**config.mk**
```make
export PLATFORM = sky130hd
export DESIGN_NAME = crs_top
export DESIGN_NICKNAME = d
export VERILOG_FILES = /design/src/crs_pkg.sv /design/src/crs_trim_if.sv /design/src/crs_sync.sv /design/src/crs_trim.sv /design/src/crs_top.sv
export SDC_FILE = /design/constraint.sdc
export NUM_CORES = 1
export LEC_CHECK = 0
export BUFFER_PORTS_ARGS = -buffer_cell sky130_fd_sc_hd__buf_2
export CAP_MARGIN = 15
export CELL_PAD_IN_SITES_DETAIL_PLACEMENT = 1
export CELL_PAD_IN_SITES_GLOBAL_PLACEMENT = 2
export CORE_MARGIN = 2
export CORE_UTILIZATION = 29
export CTS_CLUSTER_DIAMETER = 40
export DETAILED_ROUTE_END_ITERATION = 16
export MAX_ROUTING_LAYER = met4
export PLACE_DENSITY_LB_ADDON = 0.1
export SETUP_SLACK_MARGIN = 0.1
export SLEW_MARGIN = 10
export SYNTH_ARGS = -nofsm -noshare
export SYNTH_HDL_FRONTEND = slang
export SYNTH_SLANG_ARGS = --single-unit
```
**constraint.sdc**
```tcl
create_clock -name CORE_CLK -period 4.6 [get_ports CORE_CLK]
set_input_delay 0.23 -clock CORE_CLK [delete_from_list [all_inputs] [get_ports CORE_CLK]]
set_output_delay 0.23 -clock CORE_CLK [all_outputs]
set_load 0.02 [all_outputs]
```
**src/crs_pkg.sv**
```systemverilog
// Shared constants and types of the clock reset sequencer and trim block.
package crs_pkg;

    // Register indices; the byte address is four times the index.
    localparam logic [5:0] IDX_CTRL       = 6'h30;
    localparam logic [5:0] IDX_IRQ_STAT   = 6'h31;
    localparam logic [5:0] IDX_IRQ_MASK   = 6'h32;
    localparam logic [5:0] IDX_RST_INFO   = 6'h33;
    localparam logic [5:0] IDX_TRIM_HIGH  = 6'h38;
    localparam logic [5:0] IDX_TRIM_LOW   = 6'h39;
    localparam logic [5:0] IDX_TEST_ZERO  = 6'h3A;
    localparam logic [5:0] IDX_TEST_UNDEF = 6'h3B;

    // Field positions.
    localparam int CTRL_OSC_ON_BIT  = 0;
    localparam int CTRL_LOCK_IE_BIT = 1;
    localparam int STAT_LOCK_CHG_BIT = 0;
    localparam int INFO_LOCKED_BIT  = 0;
    localparam int INFO_VEC_LSB     = 1;

    // Reset values and fixed read values.
    localparam logic [1:0] CTRL_RESET      = 2'h0;
    localparam logic [0:0] IRQ_RESET       = 1'h0;
    localparam logic [7:0] TEST_ZERO_VALUE = 8'h00;
    // Arbitrary value returned by the undefined test register.
    localparam logic [7:0] TEST_UNDEF_VALUE = 8'h00;
    localparam logic [8:0] TRIM_RESET      = 9'h000;

    // Sequence lengths in core oscillator cycles.
    localparam logic [9:0] SEQ_DRIVE_CYC  = 10'd516;
    localparam logic [9:0] SEQ_SETTLE_CYC = 10'd256;
    localparam logic [9:0] SEQ_TOTAL_CYC  = SEQ_DRIVE_CYC + SEQ_SETTLE_CYC;

    typedef enum logic [1:0] {
        VEC_POR_EXT  = 2'b00,
        VEC_OSC_FAIL = 2'b01,
        VEC_WDOG     = 2'b10
    } crs_vec_type;

    typedef enum logic [1:0] {
        SEQ_RUN    = 2'b00,
        SEQ_DRIVE  = 2'b01,
        SEQ_SETTLE = 2'b10,
        SEQ_HOLD   = 2'b11
    } crs_seq_type;

endpackage

```
**src/crs_trim_if.sv**
```systemverilog
// Interface between the register front end and the trim holder.
`timescale 1ns/10ps
interface crs_trim_if;
    logic       wr_high;
    logic       wr_low;
    logic [7:0] wdata;
    logic [8:0] trim;
    logic       locked;
    logic       lock_chg;

    modport ctl  (output wr_high, output wr_low, output wdata,
                  input trim, input locked, input lock_chg);
    modport hold (input wr_high, input wr_low, input wdata,
                  output trim, output locked, output lock_chg);
endinterface

```
**src/crs_sync.sv**
```systemverilog
// Two flip-flop synchroniser for asynchronous level inputs.
`timescale 1ns/10ps
module crs_sync #(
    parameter int          WIDTH = 1,
    parameter logic [WIDTH-1:0] INIT = '0
) (
    input  wire logic             clk,
    input  wire logic             rst_n,
    input  wire logic [WIDTH-1:0] din,
    output      logic [WIDTH-1:0] dout
);
    logic [WIDTH-1:0] meta_ff;
    logic [WIDTH-1:0] sync_ff;

    always_ff @(posedge clk or negedge rst_n) begin
        if (!rst_n) begin
            meta_ff <= INIT;
            sync_ff <= INIT;
        end else begin
            meta_ff <= din;
            sync_ff <= meta_ff;
        end
    end

    assign dout = sync_ff;
endmodule

```
**src/crs_trim.sv**
```systemverilog
// Reference trim holder with lock status tracking.
`timescale 1ns/10ps
module crs_trim
    import crs_pkg::*;
(
    input  wire logic       clk,
    input  wire logic       rst_n,
    input  wire logic       sys_rst_n,
    input  wire logic [8:0] factory_trim,
    input  wire logic       fll_locked,
    crs_trim_if.hold        bus
);
    logic [8:0] trim_ff;
    logic [8:0] nxt_trim;
    logic       load_pend_ff;
    logic       locked_ff;
    logic       nxt_locked;
    logic       chg_ff;
    logic       wclr_ff;
    logic       trim_wr;
    logic       load_now;

    assign trim_wr  = bus.wr_high | bus.wr_low;
    // The factory value lands on the first edge after system reset lifts.
    assign load_now = load_pend_ff & sys_rst_n;

    always_comb begin
        nxt_trim = trim_ff;
        if (load_now) begin
            nxt_trim = factory_trim;
        end
        if (bus.wr_high) begin
            nxt_trim[8] = bus.wdata[0];
        end
        if (bus.wr_low) begin
            nxt_trim[7:0] = bus.wdata;
        end
    end

    // A trim write forces unlock and keeps it until the loop drops lock,
    // so the write itself never shows up as a lock change.
    assign nxt_locked = (trim_wr | wclr_ff) ? 1'b0 : fll_locked;

    always_ff @(posedge clk or negedge rst_n) begin
        if (!rst_n) begin
            trim_ff      <= TRIM_RESET;
            load_pend_ff <= 1'b1;
            locked_ff    <= 1'b0;
            chg_ff       <= 1'b0;
            wclr_ff      <= 1'b0;
        end else begin
            trim_ff      <= nxt_trim;
            load_pend_ff <= ~sys_rst_n;
            locked_ff    <= nxt_locked;
            chg_ff       <= ~trim_wr & (nxt_locked != locked_ff);
            wclr_ff      <= trim_wr | (wclr_ff & fll_locked);
        end
    end

    // Lower code means a faster reference; bits are binary weighted.
    assign bus.trim     = trim_ff;
    assign bus.locked   = locked_ff;
    assign bus.lock_chg = chg_ff;
endmodule

```
**src/crs_top.sv**
```systemverilog
// Reset sequencer, reference trim registers and lock interrupt.
//
// Register access over Avalon-MM was left to the implementer.
`timescale 1ns/10ps

module crs_top
    import crs_pkg::*;
(
    // Clock and power-on reset.
    input  wire logic        CORE_CLK,
    input  wire logic        RST_N,
    // Avalon-MM register slave.
    input  wire logic [7:0]  AVS_ADDRESS,
    input  wire logic        AVS_READ,
    input  wire logic        AVS_WRITE,
    input  wire logic [31:0] AVS_WRITEDATA,
    input  wire logic [3:0]  AVS_BYTEENABLE,
    output      logic [31:0] AVS_READDATA,
    output      logic        AVS_WAITREQUEST,
    // Interrupt request.
    output      logic        IRQ,
    // Bidirectional reset pin.
    input  wire logic        RESET_PIN_IN,
    output      logic        RESET_PIN_OUT,
    output      logic        RESET_PIN_OE,
    // Reset sources.
    input  wire logic        ILLEGAL_ADDR,
    input  wire logic        WDOG_TIMEOUT,
    input  wire logic        OSC_MON_FAIL,
    // Core reset and vector choice.
    output      logic        CORE_RST_N,
    output      logic [1:0]  RESET_VECTOR,
    // Trim and oscillator control.
    input  wire logic [8:0]  FACTORY_TRIM,
    output      logic [8:0]  REF_TRIM,
    input  wire logic        FLL_LOCKED,
    output      logic        XTAL_OSC_ON
);

    crs_trim_if trim_bus ();

    // Bus front end.
    logic        waitreq_ff;
    logic        nxt_waitreq;
    logic [31:0] rdata_ff;
    logic [31:0] nxt_rdata;
    logic [5:0]  idx;
    logic        aligned;
    logic        req;
    logic        wr_commit;
    logic        lane0;
    logic [7:0]  wbyte;
    logic        hit_ctrl;
    logic        hit_stat;
    logic        hit_mask;
    logic        hit_info;
    logic        hit_trh;
    logic        hit_trl;
    logic        hit_t0;
    logic        hit_t1;
    logic [7:0]  rd_byte;

    // Control and interrupt state.
    logic [1:0]  ctrl_ff;
    logic [1:0]  nxt_ctrl;
    logic [0:0]  stat_ff;
    logic [0:0]  nxt_stat;
    logic [0:0]  mask_ff;
    logic [0:0]  nxt_mask;
    logic        irq_ff;
    logic        nxt_irq;
    logic        osc_on;
    logic        lock_ie;

    // Reset sequencer state.
    crs_seq_type state_ff;
    crs_seq_type nxt_state;
    logic [9:0]  cnt_ff;
    logic [9:0]  nxt_cnt;
    logic        oe_ff;
    logic        core_rst_n_ff;
    crs_vec_type vec_ff;
    crs_vec_type nxt_vec;
    logic        osc_pend_ff;
    logic        wdog_pend_ff;
    logic        seq_rst_n;
    logic        osc_fail_req;
    logic [2:0]  src_sync;
    logic        pin_s;
    logic        drive_end;
    logic        settle_end;
    logic        decide;
    crs_vec_type pick_vec;

    // Address decode.
    assign idx       = AVS_ADDRESS[7:2];
    assign aligned   = AVS_ADDRESS[1:0] == 2'b00;
    assign req       = AVS_READ | AVS_WRITE;
    assign wr_commit = AVS_WRITE & ~waitreq_ff;
    assign lane0     = wr_commit & AVS_BYTEENABLE[0];
    assign wbyte     = AVS_WRITEDATA[7:0];
    assign hit_ctrl  = aligned & (idx == IDX_CTRL);
    assign hit_stat  = aligned & (idx == IDX_IRQ_STAT);
    assign hit_mask  = aligned & (idx == IDX_IRQ_MASK);
    assign hit_info  = aligned & (idx == IDX_RST_INFO);
    assign hit_trh   = aligned & (idx == IDX_TRIM_HIGH);
    assign hit_trl   = aligned & (idx == IDX_TRIM_LOW);
    assign hit_t0    = aligned & (idx == IDX_TEST_ZERO);
    assign hit_t1    = aligned & (idx == IDX_TEST_UNDEF);

    assign osc_on  = ctrl_ff[CTRL_OSC_ON_BIT];
    assign lock_ie = ctrl_ff[CTRL_LOCK_IE_BIT];

    // Trim writes go out as one-cycle strobes.
    assign trim_bus.wr_high = lane0 & hit_trh;
    assign trim_bus.wr_low  = lane0 & hit_trl;
    assign trim_bus.wdata   = wbyte;

    // Read multiplexer; unmapped and test addresses return fixed bytes.
    always_comb begin
        rd_byte = 8'h00;
        if (hit_ctrl) begin
            rd_byte = {6'h00, ctrl_ff};
        end else if (hit_stat) begin
            rd_byte = {7'h00, stat_ff};
        end else if (hit_mask) begin
            rd_byte = {7'h00, mask_ff};
        end else if (hit_info) begin
            rd_byte = {5'h00, vec_ff, trim_bus.locked};
        end else if (hit_trh) begin
            rd_byte = {7'h00, trim_bus.trim[8]};
        end else if (hit_trl) begin
            rd_byte = trim_bus.trim[7:0];
        end else if (hit_t0) begin
            rd_byte = TEST_ZERO_VALUE;
        end else if (hit_t1) begin
            rd_byte = TEST_UNDEF_VALUE;
        end
    end

    // Every request is answered one edge after it is seen.
    assign nxt_waitreq = ~(req & waitreq_ff);
    assign nxt_rdata   = (AVS_READ & waitreq_ff) ? {24'h00_0000, rd_byte}
                                                 : rdata_ff;

    always_ff @(posedge CORE_CLK or negedge RST_N) begin
        if (!RST_N) begin
            waitreq_ff <= 1'b1;
            rdata_ff   <= 32'h0000_0000;
        end else begin
            waitreq_ff <= nxt_waitreq;
            rdata_ff   <= nxt_rdata;
        end
    end

    // Control, status and mask; test registers simply drop writes.
    assign nxt_ctrl = (lane0 & hit_ctrl) ? wbyte[1:0] : ctrl_ff;
    assign nxt_mask = (lane0 & hit_mask) ? wbyte[0:0] : mask_ff;

    // A lock change in the same cycle as a clearing write is kept.
    assign nxt_stat = (stat_ff & ~((lane0 & hit_stat) ? wbyte[0:0] : 1'b0))
                    | trim_bus.lock_chg;

    // The core masks this further with its own interrupt mask.
    assign nxt_irq = |(nxt_stat & nxt_mask) & nxt_ctrl[CTRL_LOCK_IE_BIT];

    always_ff @(posedge CORE_CLK or negedge RST_N) begin
        if (!RST_N) begin
            ctrl_ff <= CTRL_RESET;
            stat_ff <= IRQ_RESET;
            mask_ff <= IRQ_RESET;
            irq_ff  <= 1'b0;
        end else begin
            ctrl_ff <= nxt_ctrl;
            stat_ff <= nxt_stat;
            mask_ff <= nxt_mask;
            irq_ff  <= nxt_irq;
        end
    end

    // Source and pin synchronisers; pin idles high.
    crs_sync #(
        .WIDTH (3),
        .INIT  (3'b001)
    ) u_sync (
        .clk  (CORE_CLK),
        .rst_n(RST_N),
        .din  ({OSC_MON_FAIL, WDOG_TIMEOUT, RESET_PIN_IN}),
        .dout (src_sync)
    );

    assign pin_s = src_sync[0];

    // Entry needs no clock: any internal source, the oscillator fail only while osc_on is set,
    // clears the sequencer directly. Glitches on these sources therefore also reset the part.
    assign osc_fail_req = OSC_MON_FAIL & osc_on;
    assign seq_rst_n = RST_N & ~ILLEGAL_ADDR & ~WDOG_TIMEOUT
                     & ~osc_fail_req;

    assign drive_end  = cnt_ff == SEQ_DRIVE_CYC - 10'd1;
    assign settle_end = cnt_ff == SEQ_TOTAL_CYC - 10'd1;
    assign decide     = (state_ff == SEQ_SETTLE) & settle_end;

    assign pick_vec = !pin_s       ? VEC_POR_EXT
                    : osc_pend_ff  ? VEC_OSC_FAIL
                    : wdog_pend_ff ? VEC_WDOG
                    : VEC_POR_EXT;

    always_comb begin
        nxt_state = state_ff;
        nxt_cnt   = cnt_ff;
        unique case (state_ff)
            SEQ_RUN: begin
                nxt_cnt = 10'd0;
                if (!pin_s) begin
                    nxt_state = SEQ_DRIVE;
                end
            end
            SEQ_DRIVE: begin
                nxt_cnt = cnt_ff + 10'd1;
                if (drive_end) begin
                    nxt_state = SEQ_SETTLE;
                end
            end
            SEQ_SETTLE: begin
                nxt_cnt = cnt_ff + 10'd1;
                if (settle_end) begin
                    nxt_state = pin_s ? SEQ_RUN : SEQ_HOLD;
                end
            end
            SEQ_HOLD: begin
                nxt_cnt = 10'd0;
                if (pin_s) begin
                    nxt_state = SEQ_RUN;
                end
            end
        endcase
    end

    always_ff @(posedge CORE_CLK or negedge seq_rst_n) begin
        if (!seq_rst_n) begin
            state_ff      <= SEQ_DRIVE;
            cnt_ff        <= 10'd0;
            oe_ff         <= 1'b1;
            core_rst_n_ff <= 1'b0;
        end else begin
            state_ff      <= nxt_state;
            cnt_ff        <= nxt_cnt;
            oe_ff         <= nxt_state == SEQ_DRIVE;
            core_rst_n_ff <= nxt_state == SEQ_RUN;
        end
    end

    // Pending causes survive the sequence and both clear at the decision, whichever vector is picked;
    // a cause arriving on the deciding edge is kept.
    assign nxt_vec = decide ? pick_vec : vec_ff;

    always_ff @(posedge CORE_CLK or negedge RST_N) begin
        if (!RST_N) begin
            osc_pend_ff  <= 1'b0;
            wdog_pend_ff <= 1'b0;
            vec_ff       <= VEC_POR_EXT;
        end else begin
            osc_pend_ff  <= (src_sync[2] & osc_on) | (osc_pend_ff & ~decide);
            wdog_pend_ff <= src_sync[1] | (wdog_pend_ff & ~decide);
            vec_ff       <= nxt_vec;
        end
    end

    crs_trim u_trim (
        .clk         (CORE_CLK),
        .rst_n       (RST_N),
        .sys_rst_n   (core_rst_n_ff),
        .factory_trim(FACTORY_TRIM),
        .fll_locked  (FLL_LOCKED),
        .bus         (trim_bus.hold)
    );

    // Outputs.
    assign AVS_READDATA    = rdata_ff;
    assign AVS_WAITREQUEST = waitreq_ff;
    assign IRQ             = irq_ff;
    assign RESET_PIN_OUT   = 1'b0;
    assign RESET_PIN_OE    = oe_ff;
    assign CORE_RST_N      = core_rst_n_ff;
    assign RESET_VECTOR    = vec_ff;
    assign REF_TRIM        = trim_bus.trim;
    assign XTAL_OSC_ON     = osc_on;

endmodule

```
# Word-level counts from Yosys, hierarchy flattened
# Index checks and enable logic that the tools add are counted.
# W data, S select, Z words.
[totals]
register_bits = 51
out_inout_bits = 49
[op_classes]
n_reduce_logical = 7
eq_ne = 13
bitwise_logic = 45
n_mux = 23
addsub = 1
[ops]
columns = ["operator", "count"]
rows = [
  ["$mux W8", 7],
  ["$eq A6 B6 Y1 const B", 6],
  ["$and A1 B1 Y1", 29],
  ["$eq A10 B10 Y1 const B", 2],
  ["$pmux W10 S2", 1],
  ["$mux W2", 9],
  ["$add A10 B1 Y10 const B", 1],
  ["$mux W9", 1],
  ["$not A1 Y1", 9],
  ["$pmux W2 S4", 1],
  ["$or A1 B1 Y1", 7],
  ["$logic_not A2 Y1", 3],
  ["$eq A2 B1 Y1 const B", 2],
  ["$eq A2 B2 Y1 const B", 2],
  ["$mux W1", 4],
  ["$reduce_bool A2 Y1", 2],
  ["$reduce_or A2 Y1", 2],
  ["$ne A1 B1 Y1", 1],
]

# Longest topological paths before layout
# Gate-level depths: netlist of the first run.
[logic_depth]
depth_word = 10
mapped_depth = 6
mapped_depth_nobuf = 6

# Modules after synthesis
# A second synthesis of the first run with hierarchy kept.
[unflattened]
cells_unflattened = 235
hier_area_um2 = 2580.0
[by_module_without_submodules]
columns = ["mod", "area_each_um2", "seq_area_each_um2", "cells_per_inst", "instances"]
rows = [
  ["crs_top", 1845.5, 804.5, 180, 1],
  ["crs_trim", 581.8, 326.6, 49, 1],
  ["crs_sync", 152.6, 152.6, 6, 1],
]

# Worst setup path before layout of the first run
# No wires, ideal clock.
[synth_timing]
kind = "flip-flop to flip-flop"
startpoint = "register state_ff[0]"
endpoint = "register oe_ff, in the netlist RESET_PIN_OE"
period_less_slack_ns = 1.909
slack_ns = 2.691
path_buffers = 0
arrival_ns = 1.851
stages_incl_launch_ff = 6
setup_ns = 0.059
required_time_ns = 4.541
path_cell_list = "dfstp_2 inv_1 ha_1 or4_1 a41o_1 o21ba_2"
[synth_between]
elab_chain_cells = 3
[synth_rtl]
columns = ["item", "line_no", "rtl"]
rows = [
  ["start: declaration", "crs_top.sv:76", "crs_seq_type state_ff;"],
  ["start signal: assignment", "crs_top.sv:247", "state_ff <= nxt_state;"],
  ["$eq A2 B2 Y1, or another cell as far along", "crs_top.sv:212", "unique case (state_ff)"],
  ["$pmux W2 S4 (*)", "crs_top.sv:212", ""],
  ["named net nxt_state[1]", "crs_top.sv:77", "crs_seq_type nxt_state;"],
  ["$eq A2 B1 Y1 (*)", "crs_top.sv:249", "oe_ff <= nxt_state == SEQ_DRIVE;"],
  ["end signal: assignment", "crs_top.sv:244", "oe_ff <= 1'b1;"],
  ["end signal: assignment", "crs_top.sv:249", ""],
  ["end: declaration", "crs_top.sv:80", "logic oe_ff;"],
]
# The timed path passes the listed nets; every way through them passes the cells marked *.
# A chain may end at the register's enable or synchronous reset.

# Worst setup path after layout of the first run
[layout_timing]
startpoint = "register state_ff[0]"
endpoint = "register core_rst_n_ff, in the netlist CORE_RST_N"
[layout_between]
elab_chain_cells = 3
[layout_rtl]
columns = ["item", "line_no", "rtl"]
rows = [
  ["$eq A2 B2 Y1, or another cell as far along", "crs_top.sv:212", ""],
  ["$pmux W2 S4 (*)", "crs_top.sv:212", ""],
  ["named net nxt_state[1]", "crs_top.sv:77", ""],
  ["$logic_not A2 Y1 (*)", "crs_top.sv:250", "core_rst_n_ff <= nxt_state == SEQ_RUN;"],
  ["end signal: assignment", "crs_top.sv:245", "core_rst_n_ff <= 1'b0;"],
  ["end signal: assignment", "crs_top.sv:250", ""],
  ["end: declaration", "crs_top.sv:81", "logic core_rst_n_ff;"],
]
# Marked as above.

==> metrics, run 1 <==
status completed; CTS Buffer Depth 2; Finished Cell Area 3110 um^2; CTS root buf clkbuf_8; Detailed Route WL 6.17 mm; CP peak stage delay 0.60 ns; worst path cell trace inv_1 > ha_1 > or4_1 > a41o_1 > nor3_1; routed vias 1873; Switch Pwr 217 uW; Rel. slew slack 0.621; row count 34; Top delay family on crit path simple AND/OR/NAND/NOR gates; Slowest-stage cell, CP dfstp_2; final setup fails 0; CTS tree done; cell area after synthesis 2640 um^2; first-pass GRT wire length 10.4 mm; Syn Area/Cell 11.7 um^2; final setup margin 2.48 ns; die height 99.3 um; GRT overflow 0; Sink Count 51; Antenna Nets Post-Route 0; Area Overhead vs Synth 18.1%; Placer Congestion 0.692; Critical Path AT 2.31 ns; Routed WL per cell 15.5 um; Clock H-tree levels 2; initial antenna violation count 0; Post-DP Area 2970 um^2; final worst path period share 0.461; met1 Usage GRT 0.186; HPWL Detailed 4.69 mm; Startpoint Class flop; final hold vios 0; busiest grt layer met2; Clock transition at path regs 0.10 ns; minimum clock period after layout 2.12 ns; setup TNS 0 ns; ys flop type dfrtp_1; drt initial violations 53; Clk Latency, worst-skew pair 0.30 ns; Int Power 708 uW; Switching Share 0.234; n_diodes 0; Peak Freq 472 MHz; VDD IR max 0.165 mV; worst clock skew 0.00976 ns; kind of critical path reg -> reg; drt drc 0; pin count of the biggest net entering global routing 39; die area 9870 um^2; EDFF count, synth 0; sequential share of the synthesized area 0.487; WP data required 4.79 ns; cts bufs inserted 5; Unique masters post-synth 51; Worst-Margin Slew 0.563 ns; CP max FO 5; Design Power 925 uW; share of cells above drive strength 1 0.370; Setup WS pre-CTS 2.47 ns; die width 99.3 um; combinational power share 0.096; Post CTS Setup Buffer Count 0; Nets 355; Pwr per Cell Area 297 nW/um^2; CP Capture Type flop; Clock power frac 0.397; vias per cell 4.72; MaxCap Viol Count 0; Yosys warning total 0; Hold Crit Class in -> reg; leakage power total 1.46 nW; GR Util met2 0.208; vias in the first global route 1961; DR pass1 iterations 4; Post-synth ARST share 1.00; Hold WS 0.0191 ns; Max Slew Vio Count 0; part of the power in registers 0.507; synthesized instance count 226; Initial Util 0.301; GRT Total Usage 0.135; #FFs+latches synth 51; Buffers on Ports 58; CORE AREA 8760 um^2; RSZ-0062 raised after global routing false; IO Pins 111; M3 GR Usage 0.0253; Crit path buffers/inverters 1
power by group through the flow:
stage	Sequential, mW	Combinational [mW]	Clock [mW]
4_1_cts	0.469	0.0901	0.387
2_1_floorplan	0.483	0.0616	0
3_5_place_dp	0.478	0.0893	0
5_1_grt	0.471	0.0977	0.400
3_3_place_gp	0.478	0.0885	0
6_report	0.469	0.0886	0.367
cells in the mapped netlist (3+ instances only):
| master | count | area (um^2) |
|---|---|---|
| a21boi_0 | 3 | 22.5 |
| a21o_1 | 3 | 22.5 |
| a22o_1 | 6 | 52.6 |
| and2_1 | 6 | 37.5 |
| and3_1 | 3 | 18.8 |
| buf_4 | 25 | 188 |
| clkbuf_1 | 5 | 18.8 |
| dfrtp_1 | 45 | 1130 |
| dfstp_2 | 6 | 158 |
| ha_1 | 5 | 62.6 |
| inv_1 | 5 | 18.8 |
| mux2_2 | 21 | 236 |
| nand2_1 | 12 | 45.0 |
| nand3_1 | 7 | 35.0 |
| nand4_1 | 6 | 37.5 |
| nor2_1 | 4 | 15.0 |
| nor2b_1 | 5 | 31.3 |
| nor3_1 | 5 | 25.0 |
| nor3b_1 | 3 | 22.5 |
| o21ai_0 | 7 | 35.0 |
| or3_1 | 3 | 18.8 |
| xnor2_1 | 4 | 35.0 |
stage by stage:
step / utilization / std cells
finish: 0.355 / 397
global route: 0.355 / 397
CTS: 0.355 / 397
detailed placement: 0.339 / 388
global placement: 0.339 / 388
floorplan: - / 250
final timing paths:
kind                                         from                end  slack (ns)  cells after the start
worst max-delay path                  state_ff[0]         CORE_RST_N        2.48                      5
worst min-delay path                 RESET_PIN_IN  u_sync.meta_ff[0]        0.02                      1
worst max register to register        state_ff[0]         CORE_RST_N        2.48                      5
worst min register to register  u_sync.meta_ff[1]     u_sync.dout[1]        0.36                      0
max in group asynchronous                   RST_N        state_ff[0]        3.15                      6
min in group asynchronous            ILLEGAL_ADDR          cnt_ff[0]        0.20                      3
state kept, by name (all words and copies together) (netlist names), 2 cells and up:
signal           cells
u_sync.dout          3
u_trim.bus.trim      9
cnt_ff              10
RESET_VECTOR         2
u_sync.meta_ff       3
ctrl_ff              2
AVS_READDATA         8
state_ff             2
metal layers:
layer	vias up	wire [um]
met5	-	0
met4	0	54
met3	4	286
met2	45	2930
met1	928	2900
li1	896	-
cells by family after synthesis:
family                   share of synthesized area
flip-flops                                   0.487
other                                      0.00142
AO/OA/AOI/OAI                                0.104
adder cells (fa/ha/maj)                     0.0237
AND/OR/NAND/NOR                              0.185
buffers and inverters                       0.0854
multiplexers                                0.0935
XOR/XNOR                                    0.0199
cell type report:
type,count,area (um^2)
clock buffers,5,68.8
clock inverters,3,67.6
fillers,1013,5650
inverters,5,18.8
multi-input cells,164,1220
flip-flops and latches,51,1280
well taps,108,135
repair buffers,61,315
what timing repair did:
item / in CTS / in global routing
gates resized for setup: 0 / 0
hold buffers: 1 / 0
endpoints found under the hold margin: 33 / 0
placed cells by master (no fill, tap or decap), drive strengths merged, types with 7 or more instances in the layout:
master / Yosys / final
nand2: 12 / 12
dfrtp: 45 / 45
o21ai: 7 / 7
conb: 1 / 25
nand4: 7 / 7
nand3: 8 / 8
mux2: 21 / 21
buf: 25 / 60
Note: power is estimated with default switching activity, not from simulation.
==> inputs of run 2 (changes only) <==
Clock period 4.6 ns to 2.19 ns, I/O delays scaled along.
==> metrics, run 2 (synthesized netlist as in run 1, its figures left out) <==
Sink Count 51 (unchanged); drt drc 0 (unchanged); largest reg by FF count cnt_ff; worst path cell trace inv_1 > ha_1 > or4_1 > a41o_1 > o21ba_2; Clk Latency, worst-skew pair 0.30 ns (about the same); CTS root buf clkbuf_8; Slowest-stage cell, CP dfstp_2; fin cells 405 (+2.0%); register area 1280 um^2 (unchanged); CTS Buffer Depth 2 (unchanged); RSZ-0062 raised after global routing false; setup TNS 0 ns (unchanged); Buffers on Ports 58 (unchanged); pin count of the biggest net entering global routing 38 (-2.6%); GRT Total Usage 0.140 (+0.00483); Pwr per Cell Area 581 nW/um^2 (+96%); Initial Util 0.301 (unchanged); Nets 363 (+2.3%); Routed WL per cell 15.6 um (+0.39%); final hold vios 0 (unchanged); die area 9870 um^2 (unchanged); met1 Usage GRT 0.174 (-0.0119); final setup margin 0.203 ns (-2.28 ns); Worst-Margin Slew 0.500 ns (-0.0628 ns); Final Util 0.362 (+0.00628); kind of critical path reg -> reg; share of cells above drive strength 1 0.374 (+0.00350); Hold WS 0.0199 ns (+0.000749 ns); M3 GR Usage 0.0253 (unchanged); Detailed Route WL 6.32 mm (+2.4%); WP data required 2.44 ns (-2.35 ns); Switching Share 0.249 (+0.0146); GRT overflow 0 (unchanged); part of the power in registers 0.535 (+0.028); MaxCap Viol Count 0 (unchanged); die height 99.3 um (unchanged); status completed; vias in the first global route 2028 (+3.4%); Critical Path AT 2.24 ns (-0.07 ns); die width 99.3 um (unchanged); final worst path period share 0.907 (+0.447); vias per cell 4.69 (-0.67%); Peak Freq 503 MHz (+6.7%); Setup WS pre-CTS 0.179 ns (-2.29 ns); CP Capture Type flop; drt initial violations 24 (-55%); CTS tree done; Antenna Nets Post-Route 0 (unchanged); most common cell after layout, fill and taps aside buf_2; Placer Congestion 0.734 (+6.0%); Clock transition at path regs 0.09 ns (about the same); CP max FO 5 (unchanged); cts bufs inserted 5 (unchanged); VDD IR max 0.220 mV (+33%); Int Power 1.38 mW (+95%); GR Util met2 0.233 (+0.0249); IO Pins 111 (unchanged); Post CTS Setup Buffer Count 0 (unchanged); max reg flops 10 (unchanged); routed vias 1898 (+1.3%); combinational power share 0.108 (+0.012); multi-input logic area 1230 um^2 (+0.72%); Clock power frac 0.357 (-0.040); Hold Crit Class in -> reg; DR pass1 iterations 4 (unchanged); Rel. slew slack 0.663 (+0.0423); initial antenna violation count 0 (unchanged); row count 34 (unchanged); worst clock skew 0.00831 ns (-0.00144 ns); minimum clock period after layout 1.99 ns (-0.133 ns); n_diodes 0 (unchanged); Startpoint Class flop; Switch Pwr 458 uW (+110%); Area Overhead vs Synth 20.2%; leakage power total 1.49 nW (+1.5%); busiest grt layer met2; first-pass GRT wire length 10.6 mm (+2.5%); Clock H-tree levels 2 (unchanged); most frequent cells in the layout buf_2, dfrtp_1, conb_1; filler instances 973 (-3.9%); HPWL Detailed 4.74 mm (+1.1%); placed cells 391 (+0.77%); CORE AREA 8760 um^2 (unchanged); final setup fails 0 (unchanged); Max Slew Vio Count 0 (unchanged); CP peak stage delay 0.60 ns (about the same)
[run 2: changes by cell type in the layout (fill, tap and decap cells not counted), sizes merged]
| cell | before | now |
|---|---|---|
| buf | 60 | 63 |
| clkbuf | 5 | 6 |
| dlygate4sd3 | 1 | 6 |
| bufinv | 2 | 1 |
[run 2: cell type report]
class,count,share of cell area
clock buffer,6,0.0229
sequential,51,0.405
multi-input combinational,164,0.389
inverter,5,0.00592
clock inverter,2,0.0118
tap,108,0.0427
timing repair buffer,69,0.122
[run 2: timing repair]
action                     CTS  global route
resized for setup            0             2
hold endpoints to repair    37             0
hold buffers                 6             0
setup endpoints to repair    0             4
[run 2: metrics by stage]
step / instance area (um^2) / total power [mW]
global route: 3170 / 1.95
detailed placement: 2990 / 1.20
global placement: 2990 / 1.20
floorplan: 2730 / 1.14
CTS: 3160 / 1.89
finish: 3170 / 1.84
[run 2: critical path: cells and delay by family (launching register included)]
family | cells | cell delay (ns)
DFF | 1 | 0.60
AOI/OAI and AO/OA | 2 | 0.53
and+or+nand+nor | 1 | 0.51
adders and majority gates | 1 | 0.21
buffers and inverters | 1 | 0.09
[run 2: final timing paths]
check	startpoint	depth (start not counted)	to	slack [ns]
worst min register to register	u_sync.meta_ff[1]	0	u_sync.dout[1]	0.36
max in group asynchronous	OSC_MON_FAIL	4	state_ff[0]	1.21
worst max-delay path	state_ff[0]	5	RESET_PIN_OE	0.20
worst min-delay path	FLL_LOCKED	2	u_trim.wclr_ff	0.02
worst max register to register	state_ff[0]	5	RESET_PIN_OE	0.20
min in group asynchronous	ILLEGAL_ADDR	3	state_ff[1]	0.09
[run 2: metal layers]
layer / routed length (um) / vias up
li1: - / 904
met2: 3200 / 43
met5: 0 / -
met1: 2780 / 945
met3: 245 / 6
met4: 91 / 0
[run 2: power groups by stage]
stage	sequential [mW]	clock, mW	combinational, mW
2_1_floorplan	1.01	0	0.130
3_3_place_gp	1.00	0	0.192
3_5_place_dp	1.00	0	0.192
4_1_cts	0.986	0.702	0.202
5_1_grt	0.989	0.736	0.220
6_report	0.985	0.657	0.199
==> inputs of run 3 (changes only) <==
Settings changed: REMOVE_ABC_BUFFERS set to 1.
==> metrics, run 3 (synthesized netlist as in run 1, its figures left out) <==
vias per cell 4.70 (+0.33%); WP data required 2.44 ns (about the same); CORE AREA 8760 um^2 (unchanged); HPWL Detailed 4.79 mm (+0.89%); CP Capture Type flop; Placer Congestion 0.767 (+4.5%); Design Power 1.88 mW (+2.3%); Hold Crit Class in -> reg; CP peak stage delay 0.58 ns (-0.02 ns); final setup fails 0 (unchanged); Critical Path Stages 5 (unchanged); Top delay family on crit path flip-flops; FF-to-FF path depth 5 (unchanged); Rel. slew slack 0.654 (-0.00934); drt initial violations 41 (+71%); Switching Share 0.247 (-0.00215); cts bufs inserted 5 (unchanged); max reg flops 10 (unchanged); die width 99.3 um (unchanged); Antenna Nets Post-Route 0 (unchanged); Worst-Margin Slew 0.514 ns (+0.0139 ns); Max Slew Vio Count 0 (unchanged); Area Overhead vs Synth 21.7%; RSZ-0062 raised after global routing false; n_diodes 0 (unchanged); Critical Path AT 2.24 ns (about the same); Detailed Route WL 6.32 mm (about the same); drt drc 0 (unchanged); share of cells above drive strength 1 0.379 (+0.00500); Initial Util 0.301 (unchanged); Clk Latency, worst-skew pair 0.30 ns (about the same); Buffers on Ports 58 (unchanged); GRT Total Usage 0.138 (-0.00207); final hold vios 0 (unchanged); Nets 367 (+1.1%); minimum clock period after layout 1.99 ns (+0.00433 ns); leakage power total 1.52 nW (+2.1%); Startpoint Class flop; Slowest-stage cell, CP dfstp_2; Routed WL per cell 15.4 um (-0.99%); status completed; CTS root buf clkbuf_8; DR pass1 iterations 4 (unchanged); Crit path buffers/inverters 1 (unchanged); pin count of the biggest net entering global routing 38 (unchanged); Pwr per Cell Area 587 nW/um^2 (+1.0%); part of the power in registers 0.524 (-0.011); vias in the first global route 2032 (+0.20%); Switch Pwr 465 uW (+1.4%); CTS tree done; worst path cell trace inv_1 > ha_1 > or4_1 > a41o_1 > o21ba_2; Clock transition at path regs 0.09 ns (about the same); final worst path period share 0.909 (+0.00198); kind of critical path reg -> reg; most common cell after layout, fill and taps aside buf_2; CP max FO 5 (unchanged); Clock H-tree levels 2 (unchanged); Sink Count 51 (unchanged); largest reg by FF count cnt_ff; initial antenna violation count 0 (unchanged); Peak Freq 502 MHz (-0.22%); combinational power share 0.106 (-0.002); routed vias 1923 (+1.3%); Min-Delay Path Depth 2 (unchanged); worst clock skew 0.00829 ns (-0.0000293 ns); Hold WS 0.0318 ns (+0.0119 ns); die height 99.3 um (unchanged); Clock power frac 0.370 (+0.013); CTS Buffer Depth 2 (unchanged); die area 9870 um^2 (unchanged); row count 34 (unchanged); MaxCap Viol Count 0 (unchanged); most frequent cells in the layout buf_2, dfrtp_1, conb_1; VDD IR max 0.260 mV (+19%); GRT overflow 0 (unchanged); Int Power 1.42 mW (+2.6%); first-pass GRT wire length 10.4 mm (-2.1%); IO Pins 111 (unchanged)
run 3: stage by stage:
stage	TNS, ns	setup WS, ns	area (um^2)	cells	utilization
2_1_floorplan	-18.07	-1.40	2520	220	-
3_3_place_gp	0	0.119	3000	393	0.343
3_5_place_dp	0	0.148	3000	393	0.343
4_1_cts	0	0.116	3190	407	0.364
5_1_grt	0	0.123	3210	409	0.366
6_report	0	0.199	3210	409	0.366
run 3: final timing paths:
| kind | endpoint | slack [ns] | startpoint |
|---|---|---|---|
| min in group asynchronous | cnt_ff[2] | 0.08 | ILLEGAL_ADDR |
| max | RESET_PIN_OE | 0.20 | state_ff[0] |
| min | u_trim.bus.trim[3] | 0.03 | AVS_WRITEDATA[3] |
| max in group asynchronous | state_ff[0] | 1.21 | ctrl_ff[0] |
| min reg2reg | u_sync.dout[2] | 0.36 | u_sync.meta_ff[2] |
| max reg2reg | RESET_PIN_OE | 0.20 | state_ff[0] |
run 3: worst reg2reg max path: stages, from the launching register on:
cell and delay [ns]:
dfstp_2 0.58, inv_1 0.09, ha_1 0.21, or4_1 0.52
a41o_1 0.30, o21ba_2 0.24
run 3: per-layer routing:
metal	GRT usage	wire length, um
met1	0.171	2760
met2	0.231	3270
met3	0.0302	284
met4	0.0316	2
met5	-	0
run 3: power by group through the flow:
stage / clock network (mW) / logic (mW) / registers (mW)
final: 0.697 / 0.200 / 0.986
after CTS: 0.730 / 0.203 / 0.987
after global routing: 0.768 / 0.221 / 0.990
after floorplan: 0 / 0.0874 / 1.01
after detailed placement: 0 / 0.192 / 1.00
after global placement: 0 / 0.189 / 1.00
run 3: layout make-up:
type,instances,area [um^2]
inverters,5,18.8
clock buffers,6,82.6
fillers,997,5560
clock inverters,2,38.8
multi-input cells,164,1230
well taps,108,135
repair buffers,73,420
flip-flops and latches,51,1280
run 3: repair_timing:
item,CTS,global route
hold buffers,6,1
buffers inserted,0,1
endpoints found under the hold margin,37,1
setup endpoints to repair,0,2
gates resized for setup,0,1
